==> config.mk <==
export PLATFORM = sky130hd
export DESIGN_NAME = fpm_top
export DESIGN_NICKNAME = d
export VERILOG_FILES = /design/src/fpm_pkg.sv /design/src/fpm_fifo.sv /design/src/fpm_top.sv
export SDC_FILE = /design/constraint.sdc
export NUM_CORES = 1
export LEC_CHECK = 0
export BUFFER_PORTS_ARGS = -buffer_cell sky130_fd_sc_hd__buf_2
export CELL_PAD_IN_SITES_DETAIL_PLACEMENT = 0
export CELL_PAD_IN_SITES_GLOBAL_PLACEMENT = 2
export CORE_ASPECT_RATIO = 1.4
export CORE_MARGIN = 2
export CORE_UTILIZATION = 43
export CTS_CLUSTER_SIZE = 16
export DETAILED_ROUTE_END_ITERATION = 10
export PLACE_DENSITY_LB_ADDON = 0.1
export SYNTH_ARGS = -nofsm -noshare
export SYNTH_HDL_FRONTEND = slang
export SYNTH_HIERARCHICAL = 1
export SYNTH_SLANG_ARGS = --single-unit
==> constraint.sdc <==
create_clock -name sys_clk_i -period 12.95 [get_ports sys_clk_i]
set_clock_uncertainty 0.1 [all_clocks]
set_input_delay 2.59 -clock sys_clk_i [delete_from_list [all_inputs] [get_ports sys_clk_i]]
set_output_delay 2.59 -clock sys_clk_i [all_outputs]
set_load 0.1 [all_outputs]
==> src/fpm_pkg.sv <==
// shared constants for the flash and panel pin multiplexer
package fpm_pkg;
   // ----------------------------------------
   // panel width codes
   // ----------------------------------------
   localparam logic [1:0] WIDTH_24 = 2'h0;
   localparam logic [1:0] WIDTH_18 = 2'h1;
   localparam logic [1:0] WIDTH_16 = 2'h2;
   localparam logic [1:0] WIDTH_GPIO = 2'h3;
   // ----------------------------------------
   // sizes and reset values
   // ----------------------------------------
   localparam int PANEL_BITS = 24;
   localparam int PIXEL_BITS = 24;
   localparam int FIFO_DEPTH = 8;
   localparam int PCLK_DIV = 4;
   localparam logic [4:0] GPC_DIR_RESET = 5'h00;
   // ----------------------------------------
   // port c bit positions
   // ----------------------------------------
   localparam int GPC_CLK = 0;
   localparam int GPC_MO = 1;
   localparam int GPC_MI = 2;
   localparam int GPC_CS0 = 3;
   localparam int GPC_CS1 = 4;
endpackage

==> src/fpm_fifo.sv <==
// small synchronous fifo with valid and ready on both sides
`timescale 1ns/10ps
module fpm_fifo #(
   parameter int WIDTH = 24,
   parameter int DEPTH = 8
) (
   input wire logic sys_clk_i,
   input wire logic reset_i,
   input wire logic [WIDTH-1:0] in_data_i,
   input wire logic in_valid_i,
   output logic in_ready_o,
   output logic [WIDTH-1:0] out_data_o,
   output logic out_valid_o,
   input wire logic out_ready_i
);
   localparam int AW = $clog2(DEPTH);
   initial begin
      if (DEPTH < 2 || (1 << AW) != DEPTH) begin
         $error("fifo depth must be a power of two of at least 2");
      end
   end
   typedef struct packed {
      logic [AW:0] wr;
      logic [AW:0] rd;
   } fpm_fifo_s;
   fpm_fifo_s st_q, st_d;
   logic [WIDTH-1:0] mem_q [DEPTH];
   logic push, pop;
   assign in_ready_o = (st_q.wr - st_q.rd) != (AW+1)'(DEPTH);
   assign out_valid_o = st_q.wr != st_q.rd;
   assign out_data_o = mem_q[st_q.rd[AW-1:0]];
   assign push = in_valid_i && in_ready_o;
   assign pop = out_valid_o && out_ready_i;
   always_comb begin
      st_d = st_q;
      if (push) begin
         st_d.wr = st_q.wr + 1'b1;
      end
      if (pop) begin
         st_d.rd = st_q.rd + 1'b1;
      end
   end
   always_ff @(posedge sys_clk_i) begin
      if (reset_i) begin
         st_q <= '0;
      end else begin
         st_q <= st_d;
      end
      if (push) begin
         mem_q[st_q.wr[AW-1:0]] <= in_data_i;
      end
   end
endmodule

==> src/fpm_top.sv <==
// flash port and tft panel pin multiplexer
//
// What this block does
// (RL1) two active-low flash chip selects, zero and one
// (RL2) serial clock driven out while port enabled
// (RL3) single mode: master out driven, in sampled
// (RL4) dual mode: both data lines bidirectional, dma only
// (RL5) port disabled: five pins become port c gpio, inputs after reset
// (RL6) width 00b: full 24-bit rgb on panel bus
// (RL7) width 01b: 18-bit rgb, six lines to port d
// (RL8) width 10b: 16-bit rgb, rest to port d
// (RL9) width 11b: no pixels, ports d e f
// (RL10) panel clock derived from internal pll clock
// (RL11) vertical and horizontal sync outputs
// (RL12) data valid marks pixel cycles
`timescale 1ns/10ps
module fpm_top #(
   parameter int PCLK_DIV = fpm_pkg::PCLK_DIV
) (
   input wire logic sys_clk_i,
   input wire logic reset_i,
   // serial master side
   input wire logic spi_enable_i,
   input wire logic dual_mode_i,
   input wire logic dma_active_i,
   input wire logic flash_select_0_n_i,
   input wire logic flash_select_1_n_i,
   input wire logic flash_serial_clock_i,
   input wire logic [1:0] dual_out_i,
   input wire logic dual_out_en_i,
   output logic [1:0] flash_in_o,
   // port c controls
   input wire logic [4:0] gp_port_c_out_i,
   input wire logic [4:0] gp_port_c_dir_i,
   input wire logic gp_port_c_dir_we_i,
   output logic [4:0] gp_port_c_in_o,
   // pins of the flash port
   input wire logic [4:0] flash_pin_i,
   output logic [4:0] flash_pin_o,
   output logic [4:0] flash_pin_oe_o,
   // panel side
   input wire logic [1:0] panel_width_i,
   input wire logic [23:0] pixel_i,
   input wire logic pixel_valid_i,
   output logic pixel_ready_o,
   input wire logic vsync_i,
   input wire logic hsync_i,
   input wire logic [7:0] gp_port_d_out_i,
   input wire logic [7:0] gp_port_d_oe_i,
   input wire logic [7:0] gp_port_e_out_i,
   input wire logic [7:0] gp_port_f_out_i,
   input wire logic [4:0] key_strobe_i,
   output logic [7:0] gp_port_d_in_o,
   output logic [4:0] key_input_o,
   input wire logic [23:0] panel_data_bus_i,
   output logic [23:0] panel_data_bus_o,
   output logic [23:0] panel_data_bus_oe_o,
   output logic panel_clock_o,
   output logic panel_vsync_o,
   output logic panel_hsync_o,
   output logic panel_data_valid_o
);
   localparam int DW = $clog2(PCLK_DIV);
   initial begin
      if (PCLK_DIV < 2 || PCLK_DIV % 2 != 0) begin
         $error("panel clock divider must be even and at least 2");
      end
   end
   // ----------------------------------------
   // state
   // ----------------------------------------
   typedef struct packed {
      logic [4:0] gpc_dir;
      logic [4:0] s1, s2, s3;
      logic [4:0] pin_in;
      logic [4:0] fo, foe;
      logic [DW-1:0] div;
      logic pclk;
      logic [23:0] pd, pdoe;
      logic vs, hs, de;
      logic [23:0] pd_s1, pd_s2, pd_s3, pd_in;
   } fpm_top_s;
   fpm_top_s st_q, st_d;
   logic [23:0] fifo_data;
   logic fifo_valid, fifo_take, tick;

   // d/e/f gpio source for one panel line in non-pixel roles
   function automatic logic [1:0] gp_of(input logic [1:0] w,
                                        input int i);
      // returns 1 for port d, 2 for e/f, 0 for pixel
      logic [1:0] r;
      r = 2'h0;
      if (w == fpm_pkg::WIDTH_GPIO) begin
         r = (i inside {0,1,2,8,9,16,17,18}) ? 2'h1 : 2'h2;
      end else if (w == fpm_pkg::WIDTH_16) begin
         r = (i inside {0,1,2,8,9,16,17,18}) ? 2'h1 : 2'h0;
      end else if (w == fpm_pkg::WIDTH_18) begin
         r = (i inside {0,1,8,9,16,17}) ? 2'h1 : 2'h0;
      end
      return r;
   endfunction

   // colour bit placed on a line for the current width
   function automatic logic pix_of(input logic [1:0] w,
                                   input logic [23:0] p,
                                   input int i);
      logic b;
      int sh;
      b = 1'b0;
      sh = (w == fpm_pkg::WIDTH_18) ? 2 : 3;
      if (w == fpm_pkg::WIDTH_24) begin
         b = p[i];
      end else if (i < 8) begin
         b = p[i - sh];
      end else if (i < 16) begin
         b = p[i - 2];
      end else begin
         b = p[i - sh];
      end
      return b;
   endfunction

   // port d bit numbers of lines 0,1,2,8,9,16,17,18
   localparam int DMAP [24] = '{0,1,6,0,0,0,0,0,2,3,0,0,0,0,0,0,
                                4,5,7,0,0,0,0,0};

   // ----------------------------------------
   // pixel buffer: drained one word per panel clock
   // ----------------------------------------
   fpm_fifo #(
      .WIDTH(fpm_pkg::PIXEL_BITS),
      .DEPTH(fpm_pkg::FIFO_DEPTH)
   ) u_fifo (
      .sys_clk_i(sys_clk_i),
      .reset_i(reset_i),
      .in_data_i(pixel_i),
      .in_valid_i(pixel_valid_i),
      .in_ready_o(pixel_ready_o),
      .out_data_o(fifo_data),
      .out_valid_o(fifo_valid),
      .out_ready_i(fifo_take)
   );

   assign tick = st_q.div == DW'(PCLK_DIV - 1);
   // pixels only leave on the falling panel edge so the panel sees stable data
   assign fifo_take = tick && st_q.pclk &&
                      panel_width_i != fpm_pkg::WIDTH_GPIO;

   always_comb begin
      st_d = st_q;
      // port c direction, inputs after reset
      if (gp_port_c_dir_we_i) begin
         st_d.gpc_dir = gp_port_c_dir_i; // [RL5]
      end
      // three-stage pin sampling, change counts when stages 2 and 3 agree
      st_d.s1 = flash_pin_i;
      st_d.s2 = st_q.s1;
      st_d.s3 = st_q.s2;
      for (int k = 0; k < 5; k++) begin
         if (st_q.s2[k] == st_q.s3[k]) begin
            st_d.pin_in[k] = st_q.s3[k];
         end
      end
      st_d.pd_s1 = panel_data_bus_i;
      st_d.pd_s2 = st_q.pd_s1;
      st_d.pd_s3 = st_q.pd_s2;
      for (int k = 0; k < 24; k++) begin
         if (st_q.pd_s2[k] == st_q.pd_s3[k]) begin
            st_d.pd_in[k] = st_q.pd_s3[k];
         end
      end
      // flash pins
      if (spi_enable_i) begin
         st_d.fo[fpm_pkg::GPC_CS0] = flash_select_0_n_i; // [RL1]
         st_d.fo[fpm_pkg::GPC_CS1] = flash_select_1_n_i; // [RL1]
         st_d.foe[fpm_pkg::GPC_CS0] = 1'b1;
         st_d.foe[fpm_pkg::GPC_CS1] = 1'b1;
         st_d.fo[fpm_pkg::GPC_CLK] = flash_serial_clock_i; // [RL2]
         st_d.foe[fpm_pkg::GPC_CLK] = 1'b1; // [RL2]
         st_d.fo[fpm_pkg::GPC_MO] = dual_out_i[0]; // [RL3]
         st_d.fo[fpm_pkg::GPC_MI] = dual_out_i[1];
         if (dual_mode_i && dma_active_i) begin
            st_d.foe[fpm_pkg::GPC_MO] = dual_out_en_i; // [RL4]
            st_d.foe[fpm_pkg::GPC_MI] = dual_out_en_i; // [RL4]
         end else begin
            st_d.foe[fpm_pkg::GPC_MO] = 1'b1; // [RL3]
            st_d.foe[fpm_pkg::GPC_MI] = 1'b0; // [RL3]
         end
      end else begin
         st_d.fo = gp_port_c_out_i; // [RL5]
         st_d.foe = st_q.gpc_dir; // [RL5]
      end
      // panel clock divider
      st_d.div = tick ? '0 : DW'(st_q.div + 1'b1);
      if (tick) begin
         st_d.pclk = ~st_q.pclk; // [RL10]
      end
      if (fifo_take || (tick && st_q.pclk)) begin
         st_d.vs = vsync_i; // [RL11]
         st_d.hs = hsync_i; // [RL11]
         st_d.de = fifo_take && fifo_valid; // [RL12]
      end
      // panel data bus per line
      for (int i = 0; i < 24; i++) begin
         case (gp_of(panel_width_i, i))
            2'h1: begin
               st_d.pd[i] = gp_port_d_out_i[DMAP[i]]; // [RL7] [RL8]
               st_d.pdoe[i] = gp_port_d_oe_i[DMAP[i]];
               if (i == 9 || i == 16 || i == 17 || i == 18) begin
                  // key strobes are open drain: drive low only
                  if (!gp_port_d_oe_i[DMAP[i]]) begin
                     st_d.pd[i] = 1'b0;
                     st_d.pdoe[i] = ~key_strobe_i[i == 9 ? 3 :
                        (i == 16 ? 1 : (i == 17 ? 2 : 4))];
                  end
               end
            end
            2'h2: begin
               // index cut to three bits so unrolled lines never select
               // outside the eight-bit port
               if (i >= 13) begin
                  st_d.pd[i] =
                     gp_port_f_out_i[3'(i < 16 ? i - 13 : i - 16)]; // [RL9]
               end else begin
                  st_d.pd[i] =
                     gp_port_e_out_i[3'(i < 8 ? i - 3 : i - 5)]; // [RL9]
               end
               st_d.pdoe[i] = 1'b1; // [RL9]
            end
            default: begin
               st_d.pdoe[i] = 1'b1; // [RL6]
               if (fifo_take) begin
                  st_d.pd[i] = fifo_valid ?
                     pix_of(panel_width_i, fifo_data, i) : 1'b0; // [RL6] [RL7] [RL8]
               end
            end
         endcase
      end
   end

   always_ff @(posedge sys_clk_i) begin
      if (reset_i) begin
         st_q <= '0;
         st_q.gpc_dir <= fpm_pkg::GPC_DIR_RESET;
      end else begin
         st_q <= st_d;
      end
   end

   // ----------------------------------------
   // outputs
   // ----------------------------------------
   assign flash_pin_o = st_q.fo;
   assign flash_pin_oe_o = st_q.foe;
   assign gp_port_c_in_o = st_q.pin_in;
   assign flash_in_o = {st_q.pin_in[fpm_pkg::GPC_MI],
                        st_q.pin_in[fpm_pkg::GPC_MO]}; // [RL3]
   assign gp_port_d_in_o = {st_q.pd_in[18], st_q.pd_in[2], st_q.pd_in[17],
                            st_q.pd_in[16], st_q.pd_in[9], st_q.pd_in[8],
                            st_q.pd_in[1], st_q.pd_in[0]};
   assign key_input_o = {st_q.pd_in[2], st_q.pd_in[8], st_q.pd_in[1],
                         st_q.pd_in[0], 1'b1};
   assign panel_data_bus_o = st_q.pd;
   assign panel_data_bus_oe_o = st_q.pdoe;
   assign panel_clock_o = st_q.pclk;
   assign panel_vsync_o = st_q.vs;
   assign panel_hsync_o = st_q.hs;
   assign panel_data_valid_o = st_q.de;
endmodule

==> summary.txt <==
Outcome
  • Status: completed

Cells and area
  • Filler cell count: 2,446
  • Share of cells above drive strength 1: 0.347
  • Area delta synth->final: 13.6%
  • Post-route insts no fill: 1,325
  • Nets@finish: 1,047

Setup path
  • Worst path cell trace: ha_1 > xnor3_1 > a32o_1 > nand3_1 > buf_2
  • Crit Path Max Fanout: 8
  • Buf+Inv Stages, Crit Path: 1
  • CP max-delay cell: dfxtp_1
  • Critical Path RT: 10.26 ns
  • Critical Path AT: 2.55 ns
  • Cell family with most CP delay: flip-flops
  • Crit Path Class: flip-flop to output port
  • Crit end category: output port
  • CP max stage delay: 0.54 ns
  • Crit start category: flip-flop

CTS
  • TritonCTS clock tree: done
  • Root Driver: clkbuf_16
  • H-tree Lvls: 1
  • Post-CTS Hold Fix Bufs: 0
  • Postcts setup bufs: 0
  • Clk pin slew, worst setup/hold paths: 0.06 ns
  • Max clock buf depth: 3
  • Skew-Pair Late Insertion Delay: 0.56 ns
  • CTS Buf Count: 31
  • Post-cts resize count: 0
  • Sink Count: 309

Global route
  • Largest net degree at the start of global routing: 66
  • Remaining global-route overflow: 0
  • First-pass GRT wire length: 40,900 um
  • GRT Util Overall: 0.179
  • Initial antenna violation count: 3
  • Vias in the first global route: 7,053

Floorplanning
  • Io pins: 200
  • Initial Util: 0.434
  • Die height: 204 um
  • Die area: 0.0299 mm^2
  • Die width: 147 um
  • Core Area: 0.0282 mm^2
  • # rows: 73

Synth
  • Post-synth top area cell: edfxtp_1
  • Synthesized flop and latch total: 309
  • Post-Synthesis Cells: 824
  • Cell with the most instances after synthesis: edfxtp_1
  • Yosys cell types: 51
  • Area contributors post-synth: edfxtp_1, dfxtp_1, mux4_2, buf_4, mux2_2
  • Async set-reset flop share out of synthesis: 0
  • Sequential element share of the synthesized area: 0.662
  • Top FF cell, synth: edfxtp_1
  • Number of synthesized flops with an enable pin: 192
  • Avg Cell Area, Syn: 14.9 um^2
  • Top cell type's share of synthesized area: 0.471
  • Syn Std Cell Area: 0.0122 mm^2
  • Syn Nets: 947
  • Total of warnings raised by yosys: 6
  • Top post-synthesis cells by count: edfxtp_1, dfxtp_1, buf_4

Detailed routing
  • Vias/cell: 5.16
  • Drt initial violations: 306
  • Post-route ant nets: 0
  • # DRC: 0
  • Total wire length: 26,800 um
  • DR WL/cell: 20.2 um
  • First-pass iteration count of the detailed router: 6
  • Vias: 6,842

Pwr
  • Worst VDD drop: 0.000114 V
  • PwrDens: 153 mW/mm^2
  • Total power draw: 0.00213 W
  • Static Leak: 5.05 nW

STA
  • Final TNS setup: 0 ns
  • Setup-failing EPs final: 0
  • Min Hold Slack: 0.327 ns
  • RSZ-0062 raised after global routing: no
  • Final min period: 5.24 ns
  • Final worst path period share: 0.405
  • Max Slew Vio Count: 0
  • Worst slew margin: 0.322
  • Fmax: 191 MHz
  • Final WS setup: 7.71 ns
  • Final hold viol count: 0
  • Slew of the pin with the lowest slew margin: 1.02 ns

Job
  • Max-cap viol count: 0

Place
  • PortBufs: 173
  • Placer Congestion: 0.703
  • Detail Placement HPWL: 16,600 um
  • Pre-CTS WS: 8.18 ns
  • Dpl cells: 1,266

Min path
  • Worst Hold Class: flip-flop to flip-flop
## logic make-up (layout without fill, tap and decap cells)
kind of cell               Yosys count  in the layout  synth area share
other                                1              2          0.000306
xor gates and xnor gates             7              7           0.00613
muxes                              106            106             0.140
buffers and inverters              130            255            0.0679
and+or+nand+nor                    176            176            0.0743
AOI/OAI and AO/OA                   89             89            0.0432
DFF                                309            309             0.662
adders and majority gates            6              6           0.00613
## metrics by stage
step / utilization / cell area [um^2]
after floorplan: - / 12200
after global placement: 0.458 / 12900
after detailed placement: 0.458 / 12900
after CTS: 0.493 / 13900
after global routing: 0.493 / 13900
final: 0.493 / 13900
## sequential cells by signal (all words and copies together) (netlist names), named ones only
register / flops
flash_pin_o: 5
st_d: 26
panel_vsync_o: 1
u_fifo/st_q: 8
flash_pin_oe_o: 5
st_q: 20
panel_hsync_o: 1
panel_data_bus_o: 24
u_fifo/mem_q: 192
panel_data_valid_o: 1
panel_clock_o: 1
gp_port_d_in_o: 8
gp_port_c_in_o: 5
panel_data_bus_oe_o: 9
## worst register-to-register path: stages (launching register included)
cell     delay (ns)
dfxtp_1        0.53
inv_1          0.23
ha_1           0.36
nand3_1        0.21
a211o_1        0.21
nand3_1        0.33
nor4_2         0.25
buf_4          0.45
## placed cells by master, fill, tap and decap left out, types with 3 or more instances in the layout
master,count
a21o_1,3
a21oi_1,39
a222oi_1,3
a22oi_1,5
a311oi_1,3
a31oi_1,4
buf_2,172
buf_4,12
bufinv_16,3
clkbuf_1,11
clkbuf_16,31
clkinv_1,5
clkinv_2,5
dfxtp_1,114
dfxtp_2,3
edfxtp_1,192
ha_1,6
inv_1,13
mux2_2,37
mux2i_1,18
mux4_2,48
nand2_1,33
nand2b_1,6
nand3_1,25
nand4_1,5
nor2_1,43
nor2b_1,41
nor4_2,7
o21ai_0,23
xnor2_1,3
xor2_1,3
## power breakdown
group / total (W) / switching (W) / internal, W
registers: 0.00108 / 0.0000100 / 0.00107
clock network: 0.000868 / 0.000361 / 0.000507
logic: 0.000181 / 0.000135 / 0.0000459
## layer usage
metal,wire length [um],share of wire,global-route usage,vias up
met5,22,0.00082,0,-
met1,11300,0.42,0.229,3419
met3,1610,0.060,0.0324,44
met4,485,0.018,0.0468,4
li1,-,-,-,3173
met2,13400,0.50,0.314,202
## final cells by class
cell class                 instances  area [um^2]  share of cell area
tap                              375          469              0.0337
sequential                       309         8110               0.583
antenna                            1         2.50            0.000180
clock buffer                      43          831              0.0597
clock inverter                    15          151              0.0109
inverter                          13         48.8             0.00351
multi-input combinational        385         3350               0.241
timing repair buffer             184          951              0.0683
## worst paths after layout
check                                     from             endpoint  slack [ns]  depth (start not counted)
worst max-delay path            u_fifo/st_q[6]        pixel_ready_o        7.71                          5
worst min-delay path                 st_q[148]            st_q[148]        0.33                          1
worst max register to register  u_fifo/st_q[4]  u_fifo/mem_q[5][22]        9.89                          7
worst min register to register       st_q[148]            st_q[148]        0.33                          1
Note: power is estimated with default switching activity, not from simulation.
